File: src/rsdm_map.vh
// Constants of the serial data map: channel, class and item codes, ranges and signal count
`ifndef RSDM_MAP_VH
`define RSDM_MAP_VH
// ----------------------------------------
// Channel and item classes
// ----------------------------------------
`define RSDM_CHANNEL      4'h0
`define RSDM_CLS_INPUT    2'h0
`define RSDM_CLS_OUTPUT   2'h1
`define RSDM_CLS_SETTING  2'h2
`define RSDM_CLS_MEMORY   2'h3
// ----------------------------------------
// Input item numbers
// ----------------------------------------
`define RSDM_IN_PHASE1    6'h01
`define RSDM_IN_PHASE2    6'h02
`define RSDM_IN_PHASE3    6'h03
`define RSDM_IN_NEUTRAL   6'h04
`define RSDM_IN_BLOCK     6'h05
// ----------------------------------------
// Output item numbers
// ----------------------------------------
`define RSDM_OUT_FIRST    6'h01
`define RSDM_OUT_LAST_FLAG 6'h08
`define RSDM_OUT_SIG_FIRST 6'h09
`define RSDM_OUT_SIG_LAST 6'h0d
`define RSDM_OUT_RELAY    6'h29
// ----------------------------------------
// Ranges, in hundredths of rated current, and output signal count
// ----------------------------------------
`define RSDM_PHASE_MAX    16'h189c
`define RSDM_NEUTRAL_MAX  16'h0834
`define RSDM_SIG_COUNT    5
`endif

File: src/rsdm_write_guard.v
// Password gate for protected write items
`timescale 1ns/1ps
module rsdm_write_guard #(
	parameter PW_W = 16
) (
	input  wire            mclk_in,
	input  wire            sys_rst_in,
	input  wire            pw_strobe_in,
	input  wire [PW_W-1:0] pw_value_in,
	input  wire [PW_W-1:0] pw_expect_in,
	input  wire            pw_lock_in,
	output wire            wr_enable_out
);
	reg en_reg;
	reg en_next;

	always @* begin
		en_next = en_reg;
		if (pw_lock_in)
			en_next = 1'b0;
		else if (pw_strobe_in)
			en_next = (pw_value_in == pw_expect_in);
	end

	always @(posedge mclk_in) begin
		if (sys_rst_in)
			en_reg <= 1'b0;
		else
			en_reg <= en_next;
	end

	assign wr_enable_out = en_reg;
endmodule

File: src/rsdm_data_map.v
// Serial data map of the overcurrent and earth-fault protection module
// Function
// - All items are served in channel zero only.
// - Polled reads of inputs, settings and memory values answer one cycle after the request.
// - Reads return present values and change no internal state.
// - Protected items accept writes only after the password enabled writing.
// - Phase currents read 0..63 x rated, neutral 0..21 x rated, read-only.
// - Blocking item reads 1 when external blocking is active, else 0.
// - Phase stage start flags read 1 while started.
// - Phase stage trip flags read 1 when tripped.
// - Earth stage start and trip flags read 1 when active.
// - Five output signals readable, writable under password.
// - Relay operate item reads operated state; writing 1 operates relays.
`timescale 1ns/1ps
`include "rsdm_map.vh"
module rsdm_data_map #(
	parameter DATA_W = 16,
	parameter PW_W   = 16
) (
	input  wire              mclk_in,
	input  wire              sys_rst_in,
	// Request from the serial link
	input  wire              req_valid_in,
	input  wire              req_write_in,
	input  wire [3:0]        req_channel_in,
	input  wire [1:0]        req_class_in,
	input  wire [5:0]        req_item_in,
	input  wire [DATA_W-1:0] req_wdata_in,
	// Password handling
	input  wire              pw_strobe_in,
	input  wire [PW_W-1:0]   pw_value_in,
	input  wire [PW_W-1:0]   pw_expect_in,
	input  wire              pw_lock_in,
	// Measurements and protection state
	input  wire [DATA_W-1:0] phase1_current_in,
	input  wire [DATA_W-1:0] phase2_current_in,
	input  wire [DATA_W-1:0] phase3_current_in,
	input  wire [DATA_W-1:0] neutral_current_in,
	input  wire              blocking_input_in,
	input  wire [7:0]        stage_flags_in,
	input  wire [4:0]        signal_drive_in,
	// Setting and memory values served from elsewhere
	input  wire [DATA_W-1:0] ext_rdata_in,
	output wire              ext_rd_out,
	output wire [1:0]        ext_class_out,
	output wire [5:0]        ext_item_out,
	// Answer
	output reg               rsp_valid_out,
	output reg               rsp_error_out,
	output reg  [DATA_W-1:0] rsp_rdata_out,
	// Driven outputs
	output wire [4:0]        output_signals_out,
	output wire              relay_operate_out,
	output wire              write_enabled_out
);
	// ----------------------------------------
	// Password gate
	// ----------------------------------------
	wire wr_en;
	rsdm_write_guard #(.PW_W(PW_W)) u_guard (
		.mclk_in      (mclk_in),
		.sys_rst_in   (sys_rst_in),
		.pw_strobe_in (pw_strobe_in),
		.pw_value_in  (pw_value_in),
		.pw_expect_in (pw_expect_in),
		.pw_lock_in   (pw_lock_in),
		.wr_enable_out(wr_en)
	);
	assign write_enabled_out = wr_en;

	// ----------------------------------------
	// Decode
	// ----------------------------------------
	wire ch_ok  = (req_channel_in == `RSDM_CHANNEL);
	wire is_in  = (req_class_in == `RSDM_CLS_INPUT);
	wire is_out = (req_class_in == `RSDM_CLS_OUTPUT);
	wire is_ext = (req_class_in == `RSDM_CLS_SETTING) || (req_class_in == `RSDM_CLS_MEMORY);
	wire is_sig = is_out && (req_item_in >= `RSDM_OUT_SIG_FIRST)
		&& (req_item_in <= `RSDM_OUT_SIG_LAST);
	wire is_rly = is_out && (req_item_in == `RSDM_OUT_RELAY);
	wire [5:0] sig_idx = req_item_in - `RSDM_OUT_SIG_FIRST;

	// Settings and memory go out combinationally; their data must be valid same cycle
	assign ext_rd_out    = req_valid_in && !req_write_in && ch_ok && is_ext;
	assign ext_class_out = req_class_in;
	assign ext_item_out  = req_item_in;

	// ----------------------------------------
	// Software forcing of output signals
	// ----------------------------------------
	reg [4:0] force_reg;
	reg       relay_reg;
	wire      wr_ok = req_valid_in && req_write_in && ch_ok && wr_en;

	genvar g;
	generate
		for (g = 0; g < `RSDM_SIG_COUNT; g = g + 1) begin : g_sig
			always @(posedge mclk_in) begin
				if (sys_rst_in)
					force_reg[g] <= 1'b0;
				else if (wr_ok && is_sig && sig_idx == g)
					force_reg[g] <= req_wdata_in[0];
			end
		end
	endgenerate

	always @(posedge mclk_in) begin
		if (sys_rst_in)
			relay_reg <= 1'b0;
		else if (wr_ok && is_rly)
			relay_reg <= req_wdata_in[0];
	end

	// Forced bits add to protection drive; software can assert but not mask a trip
	assign output_signals_out = signal_drive_in | force_reg;
	assign relay_operate_out  = relay_reg;

	// ----------------------------------------
	// Read mux
	// ----------------------------------------
	function [DATA_W-1:0] clip;
		input [DATA_W-1:0] v;
		input [DATA_W-1:0] lim;
		begin
			clip = (v > lim) ? lim : v;
		end
	endfunction

	reg [DATA_W-1:0] rd_next;
	reg              err_next;
	always @* begin
		rd_next  = {DATA_W{1'b0}};
		err_next = 1'b0;
		if (!ch_ok) begin
			err_next = 1'b1;
		end else if (req_write_in) begin
			err_next = !(wr_en && (is_sig || is_rly));
		end else if (is_in) begin
			case (req_item_in)
				`RSDM_IN_PHASE1:  rd_next = clip(phase1_current_in, `RSDM_PHASE_MAX);
				`RSDM_IN_PHASE2:  rd_next = clip(phase2_current_in, `RSDM_PHASE_MAX);
				`RSDM_IN_PHASE3:  rd_next = clip(phase3_current_in, `RSDM_PHASE_MAX);
				`RSDM_IN_NEUTRAL: rd_next = clip(neutral_current_in, `RSDM_NEUTRAL_MAX);
				`RSDM_IN_BLOCK:   rd_next[0] = blocking_input_in;
				default:          err_next = 1'b1;
			endcase
		end else if (is_out) begin
			if (req_item_in >= `RSDM_OUT_FIRST && req_item_in <= `RSDM_OUT_LAST_FLAG)
				rd_next[0] = stage_flags_in[req_item_in[2:0] - 3'h1];
			else if (is_sig)
				rd_next[0] = output_signals_out[sig_idx[2:0]];
			else if (is_rly)
				rd_next[0] = relay_reg;
			else
				err_next = 1'b1;
		end else begin
			rd_next = ext_rdata_in;
		end
	end

	// Reads only capture into the answer register, nothing else changes
	always @(posedge mclk_in) begin
		if (sys_rst_in) begin
			rsp_valid_out <= 1'b0;
			rsp_error_out <= 1'b0;
			rsp_rdata_out <= {DATA_W{1'b0}};
		end else begin
			rsp_valid_out <= req_valid_in;
			if (req_valid_in) begin
				rsp_error_out <= err_next;
				rsp_rdata_out <= rd_next;
			end
		end
	end
endmodule

File: config.mk
export PLATFORM = sky130hd
export DESIGN_NAME = rsdm_data_map
export DESIGN_NICKNAME = d
export VERILOG_FILES = /design/src/rsdm_write_guard.v /design/src/rsdm_data_map.v
export VERILOG_INCLUDE_DIRS = /design/src
export SDC_FILE = /design/constraint.sdc
export NUM_CORES = 1
export LEC_CHECK = 0
export BUFFER_PORTS_ARGS = -buffer_cell sky130_fd_sc_hd__buf_4
export CORE_MARGIN = 2
export CORE_UTILIZATION = 40
export DETAILED_ROUTE_END_ITERATION = 6
export PLACE_DENSITY = 0.78
export SETUP_SLACK_MARGIN = 0.15
export SYNTH_ARGS = -nofsm -noshare
export SYNTH_HDL_FRONTEND = slang
export SYNTH_SLANG_ARGS = --single-unit
File: constraint.sdc
create_clock -name mclk_in -period 2.2 [get_ports mclk_in]
set_input_delay 0 -clock mclk_in [delete_from_list [all_inputs] [get_ports mclk_in]]
set_output_delay 0 -clock mclk_in [all_outputs]
set_load 0.02 [all_outputs]
Yosys cells after proc, flatten, opt, wreduce, memory -nomap -nowiden
Cells that the tools add are included.
W data, S select, Z words.
{"block": "op_classes", "addsub": 2, "n_bitwise": 1, "mux": 26, "n_lt_le_gt_ge": 10, "eq_ne": 14, "n_reduce_logical": 27}
{"op": "$mux W16", "count": 7}
{"op": "$pmux W15 S4", "count": 1}
{"op": "$gt A16 B13 Y1 const B", "count": 3}
{"op": "$eq A6 B2 Y1 const B", "count": 4}
{"op": "$eq A6 B3 Y1 const B", "count": 3}
{"op": "$logic_and A1 B1 Y1", "count": 18}
{"op": "$eq A16 B16 Y1", "count": 1}
{"op": "$gt A16 B12 Y1 const B", "count": 1}
{"op": "$mux W15", "count": 1}
{"op": "$mux W1", "count": 14}
{"op": "$eq A6 B1 Y1 const B", "count": 2}
{"op": "$le A6 B4 Y1 const B", "count": 2}
{"op": "$lt A3 B4 Y1 const B", "count": 2}
{"op": "$bmux W1 S3", "count": 2}
{"op": "$eq A6 B6 Y1 const B", "count": 1}
{"op": "$ge A6 B1 Y1 const B", "count": 1}
{"op": "$ge A6 B4 Y1 const B", "count": 1}
{"op": "$logic_not A6 Y1", "count": 1}
{"op": "$sub A6 B4 Y6 const B", "count": 1}
{"op": "$or A5 B5 Y5", "count": 1}
{"op": "$pmux W1 S5", "count": 1}
{"op": "$reduce_or A5 Y1", "count": 1}
{"op": "$eq A2 B2 Y1 const B", "count": 2}
{"op": "$logic_not A4 Y1", "count": 1}
{"op": "other kinds (6)", "count": 8}
{"block": "totals", "output_inout_bits": 34, "regBits": 25, "input_bits": 160, "wordCells": 90}

Logic depth before layout (Yosys ltp)
{"block": "depth", "ltp_word": 9, "depth_mapped": 9, "ltp_nobuf": 8}

By module
A second synthesis with hierarchy kept.
{"block": "hier_totals", "cells_unflattened": 322, "hier_area_um2": 2473.6}
{"mod": "rsdm_data_map", "cells_each": 296, "instances": 1, "seq_area_each_um2": 480.5, "area_per_inst_um2": 2262.2}
{"mod": "rsdm_write_guard", "cells_each": 26, "instances": 1, "seq_area_each_um2": 20.0, "area_per_inst_um2": 211.5}

Worst setup path before layout
OpenSTA, ideal clock, no wires.
{"block": "synth_path", "path_kind": "input port to flip-flop", "startpoint": "in req_item_in[0]", "endpoint": "reg force_reg[0]", "arrival_ns": 1.751, "setup_ns": 0.121, "stages": 9, "required_ns": 2.079, "n_path_buf": 1, "path_slack_ns": 0.328, "cell_sequence": "clkbuf_1 > inv_1 > ha_1 > xor2_1 > nand2b_1 > nand2_1 > nor4b_1 > nand3_1 > mux2i_1"}
{"block": "synth_between", "elab_chain_cells": 5, "word_cells_on_any_way": 8, "classes_between": "add/sub (1); order compare (2); reduce/logical (5)"}
{"item": "from (decl)", "line": "rsdm_data_map.v:27", "rtl": "input wire [5:0] req_item_in,"}
{"item": "branches (longest 4 deep; another with $sub A6 B4 Y6)"}
{"item": "$logic_and A1 B1 Y1 (*)", "line": "rsdm_data_map.v:101", "rtl": "else if (wr_ok && is_sig && sig_idx == g)"}
{"item": "to (signal, indexed assignment)", "line": "rsdm_data_map.v:102", "rtl": "force_reg[g] <= req_wdata_in[0];"}
{"item": "to (decl)", "line": "rsdm_data_map.v:91", "rtl": "reg [4:0] force_reg;"}
Every way passes the cells marked *.
A chain may end at the register's enable or synchronous reset.

Worst setup path after layout
{"block": "layout_path", "startpoint": "in neutral_current_in[3]", "endpoint": "reg rsp_rdata_out[10]"}
{"block": "layout_between", "elab_chain_cells": 6}
{"item": "from (decl)", "line": "rsdm_data_map.v:38", "rtl": "input wire [DATA_W-1:0] neutral_current_in,"}
{"item": "$gt A16 B12 Y1", "line": "rsdm_data_map.v:125", "rtl": "clip = (v > lim) ? lim : v;"}
{"item": "$mux W16", "line": "rsdm_data_map.v:125"}
{"item": "$pmux W15 S4", "line": "rsdm_data_map.v:139", "rtl": "case (req_item_in)"}
{"item": "$mux W16", "line": "rsdm_data_map.v:138", "rtl": "end else if (is_in) begin"}
{"item": "$mux W16", "line": "rsdm_data_map.v:136", "rtl": "end else if (req_write_in) begin"}
{"item": "$mux W16", "line": "rsdm_data_map.v:134", "rtl": "if (!ch_ok) begin"}
{"item": "to (signal assigned)", "line": "rsdm_data_map.v:166", "rtl": "rsp_rdata_out <= {DATA_W{1'b0}};"}
{"item": "to (signal assigned)", "line": "rsdm_data_map.v:171", "rtl": "rsp_rdata_out <= rd_next;"}
{"item": "to (decl)", "line": "rsdm_data_map.v:50", "rtl": "output reg [DATA_W-1:0] rsp_rdata_out,"}
No other way between the ends.

==> metrics.csv <==
stage,metric,value,unit
synth,async set-reset flop share out of synthesis,0,%
run_status,status,finished with violations,
sta,final period utilization,84.81,%
clock_tree,"Clk Latency, worst-skew pair",270,ps
final_layout,Largest register FFs,16,
sta,Final Skew,0.7391,ps
setup_path,"slowest stage delay, CP",530,ps
grt,first-pass GRT wire length,13660,um
clock_tree,post-CTS setup buffer count,0,
synth,ys flop type,dfxtp_1,
synth,Synth warnings,0,
power,Sw Pwr,370.1,uW
power,VDD IR max,0.0002057,V
synth,"EDFF count, synth",0,
final_layout,post-layout util,66.60,%
run_status,failing checks,design-rule violations,
floorplan,total die area,6727,um^2
power,Sw Share,30.26,%
setup_path,reg-to-reg endpoint,rsp_rdata_out[0],
clock_tree,Clock Tree Buf Depth,2,
grt,GRT overflow,0,
power,leakage power,1.826,nW
floorplan,Initial Util,41.37,%
setup_path,Critical Path Start Type,primary input,
synth,sequential-to-total area share from yosys stat,20.55,%
clock_tree,H-tree levels,1,
synth,synthesized flop and latch total,25,
power,Cell Pwr Density,312.0,nW/um^2
route,DRT iter0 DRCs,130,
sta,max-slew violations,0,
synth,Post-Syn Area,2435,um^2
route,iteration count of the initial detailed-routing pass,7,
job,max-cap violations,0,
final_layout,fin nets,657,
power,combinational group share of total power,38.7,%
route,DRT Wirelength,9458,um
setup_path,R2R depth,6,
clock_tree,"CTS clk-pin slew, worst paths",100,ps
route,Vias,3225,
grt,initial antenna violation count,0,
sta,fmax,0.5359,GHz
sta,Worst Tran Pin Value,564.4,ps
setup_path,CP endpoint kind,flop,
sta,final worst path period need,1866,ps
synth,Mapped Cells,316,
placed_design,placed cells,553,
final_layout,share of cells above drive strength 1,39.71,%
power,portion of total power attributed to sequential cells,37.3,%
placed_design,dpl hpwl,7819,um
setup_path,critical path arrival,2100,ps
final_layout,Syn-to-layout area delta,61.00,%
synth,syn_area_per_cell,7.705,um^2
floorplan,Core ar.,5886,um^2
route,number of remaining DRC errors,2,
min_path,hold wc startpoint,ext_rdata_in[7],
final_layout,non-filler instance count after layout,566,
power,internal power,853.0,uW
sta,final setup vio count,0,
setup_path,critical path type,in -> reg,
sta,RSZ-0062 raised after global routing,no,
grt,number of global-route vias before repair,2949,
power,"Power, Total",1.223,mW
clock_tree,CTS Buf Count,3,
placed_design,Buffers on Ports,178,
route,wire length per cell,16.71,um
synth,post-synthesis net count,481,
clock_tree,CTS Sinks,25,
floorplan,# rows,28,
min_path,Hold Path Stages,3,
setup_path,Worst EP required,2430,ps
setup_path,cell breakdown of the critical path,dlygate4sd3_1 -> buf_4 -> nor3_1 -> nor2_1 -> o21ai_0 -> and3_1 -> a221o_1 -> a211o_1,
floorplan,Chip Width,82.02,um
route,Routed Antenna Nets,0,
sta,worst rel slew slack,61.40,%
setup_path,Worst R2R Setup Slack,390,ps
floorplan,IO Count,194,
route,Vias/cell,5.698,
clock_tree,TritonCTS clock tree,done,
min_path,WHS Endpoint,rsp_rdata_out[7],
floorplan,die height,82.02,um
synth,Netlist cell types,61,
setup_path,"delay-heaviest family, CP",compound AO/OA/AOI/OAI gates,
power,Clock Power Share,23.9,%
sta,final worst slack,334.2,ps
sta,Sum Neg Setup Slack,0,ps
clock_tree,clk root buf,clkbuf_8,
final_layout,FILL cells,522,
grt,largest net degree at the start of global routing,33,
placed_design,dpl ws,292.3,ps
grt,GRT Util Overall,26.22,%
setup_path,critical path peak fanout,6,
placed_design,GP Congestion,0.9566,
min_path,min-delay worst type,in -> reg,
setup_path,worst path bufs/invs,2,
setup_path,R2R Path Start,force_reg[3],
sta,final-report hold violation count,0,
final_layout,Diodes inserted,0,
setup_path,slowest CP cell,dlygate4sd3_1,
==> power by group through the flow <==
| stage | Combinational (mW) | Clock, mW | Sequential (mW) |
|---|---|---|---|
| after floorplan | 0.174 | 0 | 0.471 |
| after global placement | 0.450 | 0 | 0.467 |
| after detailed placement | 0.457 | 0 | 0.467 |
| after CTS | 0.472 | 0.296 | 0.457 |
| after global routing | 0.512 | 0.306 | 0.457 |
| final | 0.474 | 0.293 | 0.457 |
==> Yosys cell counts, types with 5 or more instances <==
cell      number  share of area (%)
o31ai_1        5                1.5
nor2_1        28                4.3
o21ai_0       17                3.5
buf_4          9                2.8
xnor2_1       17                6.1
nand2_1       20                3.1
and2_1         7                1.8
ha_1           5                2.6
nor3_1        12                2.5
nand3_1       16                3.3
dfxtp_1       25                 21
nor4_1         9                2.3
inv_1          6               0.92
a21oi_1       10                2.1
a22oi_1       13                4.0
a221o_1        5                2.1
nand4_1       10                2.6
clkbuf_1       8                1.2
nand2b_1      10                2.6
nor4b_1        5                1.8
mux2i_1        8                3.3
==> tightest hold or removal path: cells and delay by family <==
| family | cells | cell delay (ps) |
|---|---|---|
| AO/OA/AOI/OAI | 2 | 180 |
| buffers and inverters | 1 | 80 |
==> per-stage QoR <==
stage | hold WS (ps) | instance area (um^2)
4_1_cts | 11.94 | 3920
5_1_grt | 11.66 | 3920
3_5_place_dp | 166.3 | 3784
6_report | 5.111 | 3920
2_1_floorplan | 79.31 | 2435
3_3_place_gp | 168.3 | 3784
==> how the worst max path moves through the flow <==
| stage | start | to | slack [ps] | cells past startpoint |
|---|---|---|---|---|
| CTS | force_reg[3] | rsp_rdata_out[0] | 380 | 6 |
| finish | neutral_current_in[3] | rsp_rdata_out[10] | 330 | 8 |
| floorplan | req_item_in[0] | force_reg[0] | 330 | 9 |
| global route | neutral_current_in[3] | rsp_rdata_out[0] | 240 | 8 |
| global placement | req_item_in[0] | rsp_error_out | 340 | 9 |
| detailed placement | req_item_in[0] | rsp_error_out | 290 | 9 |
==> logic make-up after synthesis <==
logic type,Yosys count,share of synthesized area [%]
compound gates,83,24.31
xor+xnor,19,6.835
fa+ha+maj,5,2.569
buf+inv,27,5.652
flops,25,20.55
mux,11,6.064
simple gates,146,34.02
==> final cells by class <==
cell class	instances	area (um^2)	share of cell area [%]
repair buffers	191	1456	37.15
clock buffers	3	41.29	1.053
flip-flops and latches	25	500.5	12.77
inverters	7	26.28	0.6703
clock inverters	1	5.005	0.1277
well taps	75	93.84	2.394
multi-input cells	264	1797	45.83
==> placed cells by master (no fill, tap or decap), drive strengths merged, types with 5 or more instances in the layout <==
cell type,n
buf,182
nor2,28
dfxtp,25
nand2,20
o21ai,19
xnor2,17
nand3,16
a22oi,13
nor3,13
a21oi,10
nand4,10
nand2b,10
nor4,9
dlygate4sd3,9
mux2i,8
and2,7
inv,7
a221o,5
nor4b,5
o31ai,5
ha,5
or2,5
o211ai,5
==> routing by layer <==
layer / wire [um] / GRT usage [%]
met3: 912 / 3.626
met5: 0 / 0
met2: 4665 / 46.42
met4: 153 / 8.333
met1: 3726 / 32.58
==> repair_timing <==
| item | 4_1_cts | 5_1_grt |
|---|---|---|
| endpoints found under the hold margin | 10 | 0 |
| resized for setup | 0 | 0 |
| hold buffers | 9 | 0 |
(Power assumes the default switching activity.)
